## src/core/spb_pkg.sv

```systemverilog
/*
 Constants, types and carriers for the serial port SPI master with baud sources.
 Assumes a single 50 MHz system clock and a synchronous active-high reset.
*/
package spb_pkg;
   localparam int unsigned DATA_W = 8;
   localparam int unsigned FIFO_DEPTH = 8;
   localparam logic [2:0] MODE_RSV_MIN = 3'h5;
   localparam logic [3:0] SPI_DIV_SLOW = 4'hc;
   localparam logic [3:0] SPI_DIV_FAST = 4'h4;
   localparam logic [3:0] SPI_HALF_SLOW = SPI_DIV_SLOW >> 1;
   localparam logic [3:0] SPI_HALF_FAST = SPI_DIV_FAST >> 1;
   localparam logic [3:0] BITS_PER_XFER = 4'h8;
   localparam logic [3:0] PRESCALE_SLOW = 4'hc;
   localparam logic [5:0] BAUD8_DIV = 6'h20;
   localparam logic [5:0] BAUD16_DIV = 6'h10;
   localparam logic [7:0] RELOAD8_TOP = 8'hff;
   localparam logic [15:0] RELOAD16_TOP = 16'hffff;

   typedef enum logic [2:0] {
      SPB_MODE_SHIFT = 3'h0,
      SPB_MODE_UART8 = 3'h1,
      SPB_MODE_UART9_FIXED = 3'h2,
      SPB_MODE_UART9_VAR = 3'h3,
      SPB_MODE_SPI = 3'h4,
      SPB_MODE_RSV5 = 3'h5,
      SPB_MODE_RSV6 = 3'h6,
      SPB_MODE_RSV7 = 3'h7
   } spb_mode_e;

   typedef enum logic [1:0] {
      SPB_IDLE = 2'b00,
      SPB_LOAD = 2'b01,
      SPB_SHIFT = 2'b11,
      SPB_DONE = 2'b10
   } spb_state_e;

   typedef struct packed {
      logic extra_double_rate;
      logic double_rate;
      logic baud_timer_prescale_select;
      logic timer_source_select;
      logic use_dedicated_timer;
      logic timer_x12_select;
      logic [7:0] dedicated_baud_reload;
      logic [7:0] reload_high_byte;
      logic [7:0] reload_low_byte;
   } spb_baud_cfg_s;
endpackage

```

## src/core/spb_top.sv

```systemverilog
/*
 Serial port mode decode and SPI master shift engine, with a write FIFO
 and the UART baud source. Assumes all inputs synchronous to clock_i and
 one pin-level resolver outside that uses the output enables.
*/
`timescale 1ns/1ps
`default_nettype none
module spb_top (
   input wire logic clock_i,
   input wire logic reset_i,
   input wire logic mode_select_high_i,
   input wire logic mode_select_mid_i,
   input wire logic mode_select_low_i,
   input wire logic shift_speed_select_i,
   input wire logic bit_order_select_i,
   input wire logic tx_latch_level_i,
   input wire logic buf_wr_i,
   input wire logic [7:0] buf_wr_data_i,
   input wire logic flag_clear_i,
   input wire logic master_in_pin_i,
   input wire spb_pkg::spb_baud_cfg_s baud_cfg_i,
   input wire logic second_port_baud_tick_i,
   output logic buf_wr_ready_o,
   output logic [7:0] serial_buffer_o,
   output logic transmit_done_flag_o,
   output logic receive_done_flag_o,
   output logic [2:0] mode_o,
   output logic mode_reserved_o,
   output logic busy_o,
   output logic port_tx_pin_o,
   output logic port_tx_pin_oe_o,
   output logic port_rx_pin_o,
   output logic port_rx_pin_oe_o,
   output logic uart_baud_tick_o
);
   ////////////////////////////////////////////////////////////////////////////
   // State
   typedef struct packed {
      spb_pkg::spb_state_e st;
      spb_pkg::spb_mode_e mode;
      logic spi;
      logic rsv;
      logic [7:0] sh;
      logic [3:0] bits;
      logic [3:0] tick;
      logic [3:0] half;
      logic lsb;
      logic phase;
      logic sck;
      logic mosi;
      logic oe;
      logic [7:0] rx_byte;
      logic tdone;
      logic rdone;
      logic busy;
   } spb_top_s;

   spb_top_s s_ff, nxt_s;
   logic [2:0] code;
   logic fifo_out_valid, fifo_out_ready;
   logic [7:0] fifo_out_data;

   assign code = {mode_select_high_i, mode_select_mid_i, mode_select_low_i};

   ////////////////////////////////////////////////////////////////////////////
   // Write FIFO and baud source
   spb_fifo #(
      .W(spb_pkg::DATA_W),
      .D(spb_pkg::FIFO_DEPTH)
   ) u_fifo (
      .clock_i(clock_i),
      .reset_i(reset_i),
      .in_valid_i(buf_wr_i),
      .in_data_i(buf_wr_data_i),
      .in_ready_o(buf_wr_ready_o),
      .out_valid_o(fifo_out_valid),
      .out_data_o(fifo_out_data),
      .out_ready_i(fifo_out_ready)
   );

   spb_baud u_baud (
      .clock_i(clock_i),
      .reset_i(reset_i),
      .cfg_i(baud_cfg_i),
      .second_port_baud_tick_i(second_port_baud_tick_i),
      .baud_tick_o(uart_baud_tick_o)
   );

   // Engine takes one byte only when idle
   assign fifo_out_ready = (s_ff.st == spb_pkg::SPB_IDLE) && s_ff.spi;

   ////////////////////////////////////////////////////////////////////////////
   // Next state
   always_comb begin
      nxt_s = s_ff;
      nxt_s.mode = spb_pkg::spb_mode_e'(code);
      nxt_s.spi = (code == spb_pkg::SPB_MODE_SPI);
      nxt_s.rsv = (code >= spb_pkg::MODE_RSV_MIN);
      // No select output; software uses a port pin
      nxt_s.oe = nxt_s.spi;
      nxt_s.tdone = s_ff.tdone & ~flag_clear_i;
      nxt_s.rdone = s_ff.rdone & ~flag_clear_i;
      unique case (s_ff.st)
         spb_pkg::SPB_IDLE: begin
            nxt_s.sck = tx_latch_level_i;
            if (s_ff.spi && fifo_out_valid) begin
               nxt_s.sh = fifo_out_data;
               nxt_s.half = shift_speed_select_i ? spb_pkg::SPI_HALF_FAST
                                                 : spb_pkg::SPI_HALF_SLOW;
               nxt_s.lsb = bit_order_select_i;
               nxt_s.bits = 4'h0;
               nxt_s.st = spb_pkg::SPB_LOAD;
            end
         end
         spb_pkg::SPB_LOAD: begin
            nxt_s.mosi = s_ff.lsb ? s_ff.sh[0] : s_ff.sh[7];
            nxt_s.tick = s_ff.half - 4'h1;
            nxt_s.phase = 1'b0;
            nxt_s.st = spb_pkg::SPB_SHIFT;
         end
         spb_pkg::SPB_SHIFT: begin
            if (s_ff.tick != 4'h0) begin
               nxt_s.tick = s_ff.tick - 4'h1;
            end else begin
               nxt_s.tick = s_ff.half - 4'h1;
               if (!s_ff.phase) begin
                  nxt_s.sck = ~tx_latch_level_i;
                  nxt_s.sh = s_ff.lsb ? {master_in_pin_i, s_ff.sh[7:1]}
                                      : {s_ff.sh[6:0], master_in_pin_i};
                  nxt_s.bits = s_ff.bits + 4'h1;
                  nxt_s.phase = 1'b1;
               end else begin
                  nxt_s.sck = tx_latch_level_i;
                  nxt_s.phase = 1'b0;
                  if (s_ff.bits == spb_pkg::BITS_PER_XFER) begin
                     nxt_s.st = spb_pkg::SPB_DONE;
                  end else begin
                     nxt_s.mosi = s_ff.lsb ? s_ff.sh[0] : s_ff.sh[7];
                  end
               end
            end
         end
         spb_pkg::SPB_DONE: begin
            nxt_s.rx_byte = s_ff.sh;
            nxt_s.tdone = 1'b1;
            nxt_s.st = spb_pkg::SPB_IDLE;
         end
      endcase
      if (!s_ff.spi && s_ff.st != spb_pkg::SPB_IDLE) begin
         nxt_s.st = spb_pkg::SPB_IDLE;
      end
      nxt_s.busy = nxt_s.st != spb_pkg::SPB_IDLE;
   end

   always_ff @(posedge clock_i) begin
      if (reset_i) begin
         s_ff <= '0;
         s_ff.lsb <= 1'b1;
      end else begin
         s_ff <= nxt_s;
      end
   end

   ////////////////////////////////////////////////////////////////////////////
   // Outputs
   assign serial_buffer_o = s_ff.rx_byte;
   assign transmit_done_flag_o = s_ff.tdone;
   assign receive_done_flag_o = s_ff.rdone;
   assign mode_o = s_ff.mode;
   assign mode_reserved_o = s_ff.rsv;
   assign busy_o = s_ff.busy;
   assign port_tx_pin_o = s_ff.sck;
   assign port_tx_pin_oe_o = s_ff.oe;
   assign port_rx_pin_o = s_ff.mosi;
   assign port_rx_pin_oe_o = s_ff.oe;

   ////////////////////////////////////////////////////////////////////////////
   // Checks
   logic [4:0] gap_ff;
   logic [3:0] edges_ff;
   logic seen_ff;

   always_ff @(posedge clock_i) begin
      if (reset_i) begin
         gap_ff <= 5'h0;
         edges_ff <= 4'h0;
         seen_ff <= 1'b0;
      end else begin
         gap_ff <= (s_ff.sck != nxt_s.sck) ? 5'h1 : gap_ff + {4'h0, gap_ff != 5'h1f};
         seen_ff <= (s_ff.st == spb_pkg::SPB_SHIFT) && (seen_ff || (s_ff.sck != nxt_s.sck));
         if (s_ff.st == spb_pkg::SPB_LOAD) begin
            edges_ff <= 4'h0;
         end else if (s_ff.st == spb_pkg::SPB_SHIFT && !s_ff.phase && s_ff.tick == 4'h0) begin
            edges_ff <= edges_ff + 4'h1;
         end
      end
   end
endmodule
`default_nettype wire

```

## src/core/spb_fifo.sv

```systemverilog
/*
 Byte FIFO between serial buffer writes and the shift engine.
 Assumes the drain side may stall; read data come from a register.
*/
`timescale 1ns/1ps
`default_nettype none
module spb_fifo #(
   parameter int unsigned W = 8,
   parameter int unsigned D = 8
) (
   input wire logic clock_i,
   input wire logic reset_i,
   input wire logic in_valid_i,
   input wire logic [W-1:0] in_data_i,
   output logic in_ready_o,
   output logic out_valid_o,
   output logic [W-1:0] out_data_o,
   input wire logic out_ready_i
);
   localparam int unsigned AW = $clog2(D);
   localparam logic [AW:0] FULL = (AW+1)'(D);

   typedef struct packed {
      logic [D-1:0][W-1:0] mem;
      logic [AW:0] wp;
      logic [AW:0] rp;
      logic [W-1:0] dout;
      logic ov;
      logic rdy;
   } spb_fifo_s;

   spb_fifo_s s_ff, nxt_s;

   always_comb begin
      nxt_s = s_ff;
      if (s_ff.ov && out_ready_i) begin
         nxt_s.ov = 1'b0;
      end
      if ((!s_ff.ov || out_ready_i) && (s_ff.wp != s_ff.rp)) begin
         nxt_s.dout = s_ff.mem[s_ff.rp[AW-1:0]];
         nxt_s.rp = s_ff.rp + 1'b1;
         nxt_s.ov = 1'b1;
      end
      if (in_valid_i && s_ff.rdy) begin
         nxt_s.mem[s_ff.wp[AW-1:0]] = in_data_i;
         nxt_s.wp = s_ff.wp + 1'b1;
      end
      nxt_s.rdy = (nxt_s.wp - nxt_s.rp) != FULL;
   end

   always_ff @(posedge clock_i) begin
      if (reset_i) begin
         s_ff <= '0;
         s_ff.rdy <= 1'b1;
      end else begin
         s_ff <= nxt_s;
      end
   end

   assign in_ready_o = s_ff.rdy;
   assign out_valid_o = s_ff.ov;
   assign out_data_o = s_ff.dout;
endmodule
`default_nettype wire

```

## src/core/spb_baud.sv

```systemverilog
/*
 Baud tick source for the UART modes: dedicated 8-bit timer, 16-bit reload
 timer or the second port's tick. Assumes configuration is static while used.
*/
`timescale 1ns/1ps
`default_nettype none
module spb_baud (
   input wire logic clock_i,
   input wire logic reset_i,
   input wire spb_pkg::spb_baud_cfg_s cfg_i,
   input wire logic second_port_baud_tick_i,
   output logic baud_tick_o
);
   typedef struct packed {
      logic [3:0] pre;
      logic pre16;
      logic [7:0] t8;
      logic [15:0] t16;
      logic [5:0] div;
      logic tick;
   } spb_baud_s;

   spb_baud_s s_ff, nxt_s;
   logic step8, step16, ovf8, ovf16, src;
   logic [5:0] target;

   always_comb begin
      nxt_s = s_ff;
      ovf8 = 1'b0;
      ovf16 = 1'b0;
      // Prescale 1 or 12 on the dedicated timer
      step8 = cfg_i.baud_timer_prescale_select
         || (s_ff.pre == spb_pkg::PRESCALE_SLOW - 4'h1);
      nxt_s.pre = step8 ? 4'h0 : s_ff.pre + 4'h1;
      // Timers count the reload distance, so a new reload acts within one period
      if (step8) begin
         if (s_ff.t8 >= spb_pkg::RELOAD8_TOP - cfg_i.dedicated_baud_reload) begin
            nxt_s.t8 = 8'h0;
            ovf8 = 1'b1;
         end else begin
            nxt_s.t8 = s_ff.t8 + 8'h1;
         end
      end
      step16 = cfg_i.timer_x12_select || s_ff.pre16;
      nxt_s.pre16 = ~s_ff.pre16;
      if (step16) begin
         if (s_ff.t16 >= spb_pkg::RELOAD16_TOP
               - {cfg_i.reload_high_byte, cfg_i.reload_low_byte}) begin
            nxt_s.t16 = 16'h0;
            ovf16 = 1'b1;
         end else begin
            nxt_s.t16 = s_ff.t16 + 16'h1;
         end
      end
      if (cfg_i.timer_source_select) begin
         src = second_port_baud_tick_i;
         target = spb_pkg::BAUD8_DIV >>
            ({1'b0, cfg_i.extra_double_rate} + {1'b0, cfg_i.double_rate});
      end else if (cfg_i.use_dedicated_timer) begin
         src = ovf8;
         target = spb_pkg::BAUD8_DIV >>
            ({1'b0, cfg_i.extra_double_rate} + {1'b0, cfg_i.double_rate});
      end else begin
         src = ovf16;
         target = spb_pkg::BAUD16_DIV >> ({1'b0, cfg_i.extra_double_rate}
            + {1'b0, cfg_i.extra_double_rate & cfg_i.double_rate});
      end
      nxt_s.tick = 1'b0;
      if (src) begin
         if (s_ff.div >= target - 6'h1) begin
            nxt_s.div = 6'h0;
            nxt_s.tick = 1'b1;
         end else begin
            nxt_s.div = s_ff.div + 6'h1;
         end
      end
   end

   always_ff @(posedge clock_i) begin
      if (reset_i) begin
         s_ff <= '0;
      end else begin
         s_ff <= nxt_s;
      end
   end

   assign baud_tick_o = s_ff.tick;
endmodule
`default_nettype wire

```

## config.mk

```make
export PLATFORM = sky130hd
export DESIGN_NAME = spb_top
export DESIGN_NICKNAME = d
export VERILOG_FILES = /design/src/core/spb_pkg.sv /design/src/core/spb_top.sv /design/src/core/spb_fifo.sv /design/src/core/spb_baud.sv
export SDC_FILE = /design/constraint.sdc
export NUM_CORES = 1
export LEC_CHECK = 0
export BUFFER_PORTS_ARGS = -buffer_cell sky130_fd_sc_hd__buf_2
export CAP_MARGIN = 20
export CORE_MARGIN = 5
export CORE_UTILIZATION = 50
export DETAILED_ROUTE_END_ITERATION = 6
export PLACE_DENSITY = 0.72
export SKIP_LAST_GASP = 1
export SLEW_MARGIN = 15
export SYNTH_ARGS = -nofsm -noshare
export SYNTH_HDL_FRONTEND = slang
export SYNTH_SLANG_ARGS = --single-unit
```

## constraint.sdc

```tcl
create_clock -name clock_i -period 2.9 [get_ports clock_i]
set_clock_uncertainty 0.15 [all_clocks]
set_input_delay 0.145 -clock clock_i [delete_from_list [all_inputs] [get_ports clock_i]]
set_output_delay 0.145 -clock clock_i [all_outputs]
set_load 0.03 [all_outputs]
```

==> flow_metrics.env, run 1 <==
export IMPL_status="finished clean"
export IMPL_grt_first_pass_wirelength_mm=26.91
export IMPL_synthArstFlopShare_pct=0
export IMPL_synth_cells_most_frequent="166 x nor2_1, 158 x dfxtp_1, 88 x mux2i_1"
export IMPL_synth_yosys_seq_area_share_pct=40.83
export IMPL_crit_arrival_ns=2.94
export IMPL_core_area_sq_mm=0.01520
export IMPL_synthCells=840
export IMPL_wl_per_cell_microns=14.18
export IMPL_vias_per_cell=5.161
export IMPL_synth_top_area_share_pct=40.83
export IMPL_fmax_mhz=357.5
export IMPL_switching_share_pct=26.23
export IMPL_die_area_sq_mm=0.01808
export IMPL_die_y_microns=134.5
export IMPL_std_cell_rows=45
export IMPL_multi_input_area_sq_mm=0.004267
export IMPL_cp_start_kind="flop"
export IMPL_holdCritPathClass="in -> reg"
export IMPL_p_switching_uw=1539
export IMPL_finalCoreUtilization_pct=60.21
export IMPL_vdd_ir_drop_max_mv=0.4701
export IMPL_initial_core_util_pct=50.96
export IMPL_place_hpwl_mm=10.72
export IMPL_ys_ff_latch=158
export IMPL_routed_wl_mm=15.88
export IMPL_hold_viol_final=0
export IMPL_p_total_uw=5870
export IMPL_overflow=0
export IMPL_min_period_over_period_pct=96.46
export IMPL_worst_setup_path_end_kind="flop"
export IMPL_avgSynthCellArea_sq_um=9.223
export IMPL_clk_latency_ns=0.42
export IMPL_area_delta_synth_final_pct=18.14
export IMPL_setup_viol=0
export IMPL_synth_main_ff_cell="dfxtp_1"
export IMPL_rsz0062_at_grt="yes"
export IMPL_io_pins=71
export IMPL_dr_pass1_iters=6
export IMPL_crit_required_ns=3.05
export IMPL_power_frac_seq_pct=40.0
export IMPL_synth_distinct_cells=57
export IMPL_p_comb_share_pct=19.4
export IMPL_period_needed_ns=2.797
export IMPL_antenna_found_initial=1
export IMPL_port_buffers=70
export IMPL_drc=0
export IMPL_clockPowerShare_pct=40.6
export IMPL_synth_nets=937
export IMPL_cp_max_fo=3
export IMPL_track_usage_pct=18.19
export IMPL_pwr_density_cell_mw_per_mm2=641.3
export IMPL_synth_top_area_cell="dfxtp_1"
export IMPL_num_vias=5780
export IMPL_clkTransAtPathRegs_ns=0.06
export IMPL_synth_yosys_warnings=0
export IMPL_drt_initial_drc_count=312
export IMPL_ant_nets=0
export IMPL_leakage_uw=0.003817
export IMPL_cts_tree="yes"
export IMPL_syn_area_sq_mm=0.007747
export IMPL_drive_gt1_share_pct=17.94
export IMPL_place_congestion=0.7800
export IMPL_synth_edf_count=0
export IMPL_synth_area_leaders="dfxtp_1 41%, mux2i_1 11%, nor2_1 8.0%, ha_1 7.6%, mux4_2 4.7%"
export IMPL_cts_sinks=158
export IMPL_seq_area_sq_mm=0.003169
export IMPL_numCtsBuffers=17
export IMPL_die_w_microns=134.5
export IMPL_nets=1015
export IMPL_fill_cells=1292
export IMPL_crit_type="reg -> reg"
export IMPL_maxSlewViolCount=0
export IMPL_tns_ns=0
export IMPL_yosysMostFrequentCell="nor2_1"
export IMPL_grt_pass1_vias=5612
export IMPL_cts_max_path_buffers=2
export IMPL_internal_power_uw=4330
export IMPL_cts_root_buf="clkbuf_16"
export IMPL_htree_levels=4
export IMPL_maxCapViolCount=0
export IMPL_relSlewSlack_pct=57.05
export IMPL_worst_pin_slew_ns=0.6394
export IMPL_grt_max_degree=49
==> routing by layer <==
metal	vias to the layer above	share of wire (%)	track usage, %
met1	2657	49	24.37
met2	78	47	29.02
met3	17	3.4	5.030
li1	3028	-	-
met4	0	0.89	5.090
met5	-	0	0
==> critical path, cell delays in order, from the launching register on <==
cell,delay (ns)
dfxtp_4,0.35
xor2_2,0.18
nor4_4,0.29
a21o_1,0.21
mux2i_2,0.27
ha_1,0.28
a21o_1,0.17
a21oi_2,0.14
xor2_1,0.18
xnor2_1,0.07
or4_1,0.39
==> through the flow <==
| step | cells | hold WS, ns | setup slack [ns] | instance area, sq um |
|---|---|---|---|---|
| final | 1120 | 0.02010 | 0.1027 | 9153 |
| after global routing | 1120 | 0.04066 | -0.04014 | 9153 |
| after CTS | 1116 | 0.01685 | 0.08490 | 9086 |
| after detailed placement | 1064 | 0.1747 | -0.07783 | 8247 |
| after global placement | 1064 | 0.1750 | 0.04925 | 8247 |
| after floorplan | 840 | 0.07115 | 0.001902 | 7760 |
==> layout make-up <==
class	count	share of cell area (%)
Clock inverter	9	1.709
Multi-Input combinational cell	600	46.62
Inverter	24	0.9843
Antenna cell	1	0.02734
Sequential cell	158	34.63
Timing Repair Buffer	117	8.243
Tap cell	188	2.570
Clock buffer	23	5.222
==> power groups by stage <==
stage / clock network [uW] / logic, uW / registers [uW]
final: 2380 / 1140 / 2350
after global placement: 0 / 1020 / 2390
after global routing: 2550 / 1260 / 2360
after floorplan: 0 / 815 / 2380
after detailed placement: 0 / 1040 / 2390
after CTS: 2440 / 1090 / 2350
==> flip-flops by register name (all words and copies together) (netlist names), 3 cells and up <==
signal / flops
serial_buffer_o: 8
u_fifo.out_data_o: 8
mode_o: 3
u_baud.s_ff: 35
s_ff: 22
u_fifo.s_ff: 72
==> kinds of logic after synthesis <==
family          Yosys count  share of synthesized area [%]
simple gates            305                          17.59
flops                   158                          40.83
mux                     105                          16.17
compound gates          101                          8.301
buf+inv                  82                          4.683
fa+ha+maj                47                          7.590
xor+xnor                 42                          4.845
==> worst paths after layout <==
check	startpoint	end	slack, ns	depth (start not counted)
min reg2reg	u_baud.s_ff[31]	u_baud.s_ff[31]	0.28	1
max	u_fifo.s_ff[13]	u_fifo.in_ready_o	0.10	10
max reg2reg	u_fifo.s_ff[13]	u_fifo.in_ready_o	0.10	10
min	reset_i	u_baud.s_ff[8]	0.02	2
==> cell usage in the layout (no fill, tap or decap), types with 5 or more instances in the layout <==
cell           instances
o21ai_0               11
mux4_2                16
nand3_1               18
and2_1                 6
mux2i_1               87
nor2_1               166
a211oi_1               8
buf_4                 29
nand4_1               10
buf_2                 69
clkbuf_16             17
inv_1                 24
xnor2_1               15
dlygate4sd3_1         18
dfxtp_1              155
a21o_1                 5
ha_1                  47
nor3_1                 9
nand2_1               55
nand2b_1               9
a21oi_1               49
nor2b_1                6
xor2_1                23
==> what timing repair did <==
| action | CTS | global route |
|---|---|---|
| gates resized for setup | 3 | 8 |
| pin swaps | 7 | 7 |
| hold buffers | 18 | 0 |
| setup buffers | 2 | 3 |
| hold endpoints to repair | 78 | 0 |
| endpoints found under the setup margin | 1 | 4 |
No activity file was read; power rests on OpenSTA's default activity.
==> inputs of run 2 (changes only) <==
--- a/config.mk
+++ b/config.mk
@@ -7,10 +7,12 @@
 export LEC_CHECK = 0
 export BUFFER_PORTS_ARGS = -buffer_cell sky130_fd_sc_hd__buf_2
 export CAP_MARGIN = 20
+export CELL_PAD_IN_SITES_DETAIL_PLACEMENT = 1
+export CELL_PAD_IN_SITES_GLOBAL_PLACEMENT = 1
 export CORE_MARGIN = 5
-export CORE_UTILIZATION = 50
+export CORE_UTILIZATION = 42
 export DETAILED_ROUTE_END_ITERATION = 6
-export PLACE_DENSITY = 0.72
+export PLACE_DENSITY_LB_ADDON = 0.1
 export SKIP_LAST_GASP = 1
 export SLEW_MARGIN = 15
 export SYNTH_ARGS = -nofsm -noshare
==> flow_metrics.env, run 2 (synthesis gave the netlist of run 1 again) <==
export IMPL_cts_root_buf="clkbuf_16"
export IMPL_ant_nets=0
export IMPL_rsz0062_at_grt="yes"
export IMPL_pwr_density_cell_mw_per_mm2=616.2
export IMPL_cts_sinks=158
export IMPL_n_antenna_cell=0
export IMPL_largest_register="u_fifo.s_ff"
export IMPL_internal_power_uw=4078
export IMPL_top_regs="u_fifo.s_ff: 72 flops, u_baud.s_ff: 35 flops, s_ff: 22 flops"
export IMPL_clkTransAtPathRegs_ns=0.06
export IMPL_die_y_microns=145.8
export IMPL_relSlewSlack_pct=52.66
export IMPL_crit_arrival_ns=3.01
export IMPL_fill_cells=2095
export IMPL_final_cell_mix="165 x nor2_1, 156 x dfxtp_1, 87 x mux2i_1"
export IMPL_dr_pass1_iters=4
export IMPL_io_pins=71
export IMPL_largest_register_ffs=72
export IMPL_overflow=0
export IMPL_worst_pin_slew_ns=0.7047
export IMPL_worstHoldPathCells=5
export IMPL_antenna_found_initial=0
export IMPL_leakage_uw=0.003826
export IMPL_fmax_mhz=349.6
export IMPL_crit_required_ns=3.05
export IMPL_setup_viol=0
export IMPL_initial_core_util_pct=42.84
export IMPL_final_cells=1165
export IMPL_mostFrequentLayoutCell="nor2_1"
export IMPL_vdd_ir_drop_max_mv=0.4121
export IMPL_routed_wl_mm=19.06
export IMPL_holdCritPathClass="in -> reg"
export IMPL_placedCellCount=1104
export IMPL_cp_max_fo=3
export IMPL_cts_tree="yes"
export IMPL_drc=0
export IMPL_area_delta_synth_final_pct=18.69
export IMPL_worst_setup_path_end_kind="flop"
export IMPL_cts_max_path_buffers=2
export IMPL_switching_share_pct=28.02
export IMPL_die_area_sq_mm=0.02126
export IMPL_p_switching_uw=1588
export IMPL_grt_pass1_vias=6418
export IMPL_nets=1021
export IMPL_p_total_uw=5666
export IMPL_r2r_cells=10
export IMPL_num_vias=6094
export IMPL_clockPowerShare_pct=37.7
export IMPL_maxSlewViolCount=0
export IMPL_numCtsBuffers=17
export IMPL_maxCapViolCount=0
export IMPL_cp_start_kind="flop"
export IMPL_min_period_over_period_pct=98.62
export IMPL_place_hpwl_mm=13.45
export IMPL_crit_type="reg -> reg"
export IMPL_grt_max_degree=83
export IMPL_place_congestion=0.7664
export IMPL_clk_latency_ns=0.43
export IMPL_htree_levels=4
export IMPL_track_usage_pct=18.17
export IMPL_vias_per_cell=5.231
export IMPL_drive_gt1_share_pct=18.16
export IMPL_grt_first_pass_wirelength_mm=31.93
export IMPL_wl_per_cell_microns=16.36
export IMPL_drt_initial_drc_count=179
export IMPL_hold_viol_final=0
export IMPL_period_needed_ns=2.860
export IMPL_std_cell_rows=49
export IMPL_status="finished clean"
export IMPL_port_buffers=70
export IMPL_core_area_sq_mm=0.01809
export IMPL_power_frac_seq_pct=41.5
export IMPL_p_comb_share_pct=20.7
export IMPL_die_w_microns=145.8
## run 2: layout make-up
class	instances	area [sq um]	area share, %
clock inverter	11	118.9	1.293
timing repair buffer	123	829.5	9.022
sequential	158	3166	34.43
inverter	24	90.09	0.9797
clock buffer	20	436.7	4.749
tap	229	286.5	3.116
multi-input combinational	600	4268	46.41
## run 2: layer usage
| metal | part of all wire [%] | vias to the layer above | GRT usage (%) | wire length, microns |
|---|---|---|---|---|
| li1 | - | 3049 | - | - |
| met1 | 46 | 2966 | 22.30 | 8741 |
| met2 | 51 | 64 | 32.36 | 9641 |
| met3 | 2.8 | 15 | 3.799 | 528 |
| met4 | 0.80 | 0 | 4.796 | 152 |
| met5 | 0 | - | 0 | 0 |
## run 2: through the flow
stage                     hold slack (ns)  TNS (ns)  setup slack, ns  instance area (sq um)  util, %
after global placement             0.1664         0          0.08250                   8303    45.91
final                             0.04534         0          0.03990                   9195    50.84
after global routing              0.08336   -0.1335          -0.1335                   9195    50.84
after floorplan                   0.07115         0         0.001902                   7760        -
after CTS                         0.03295         0          0.01511                   9129    50.47
after detailed placement           0.1754   -0.4521          -0.1255                   8303    45.91
## run 2: worst max-delay path, cell delays in order, from the launching register on
cell	delay, ns
dfxtp_1	0.32
xor2_1	0.17
nor4_2	0.32
a21o_1	0.21
mux2i_2	0.30
ha_1	0.29
a21o_1	0.18
a21oi_2	0.12
xor2_1	0.20
xnor2_1	0.09
or4_1	0.40
## run 2: timing repair
item / CTS / global route
hold endpoints to repair: 78 / 0
hold buffers: 20 / 0
pin swaps: 9 / 7
buffers inserted: 7 / 3
endpoints found under the setup margin: 1 / 7
gates resized for setup: 5 / 5
## run 2: final timing paths
kind                                     endpoint  slack [ns]             from
worst max-delay path            u_fifo.in_ready_o        0.04  u_fifo.s_ff[13]
worst max register to register  u_fifo.in_ready_o        0.04  u_fifo.s_ff[13]
worst min-delay path                     s_ff[35]        0.05  master_in_pin_i
worst min register to register    u_baud.s_ff[31]        0.30  u_baud.s_ff[31]
## run 2: power by group through the flow
stage	combinational [uW]	sequential, uW	clock (uW)
2_1_floorplan	815	2380	0
3_3_place_gp	1030	2390	0
3_5_place_dp	1080	2400	0
4_1_cts	1160	2350	2200
5_1_grt	1290	2370	2290
6_report	1170	2350	2140
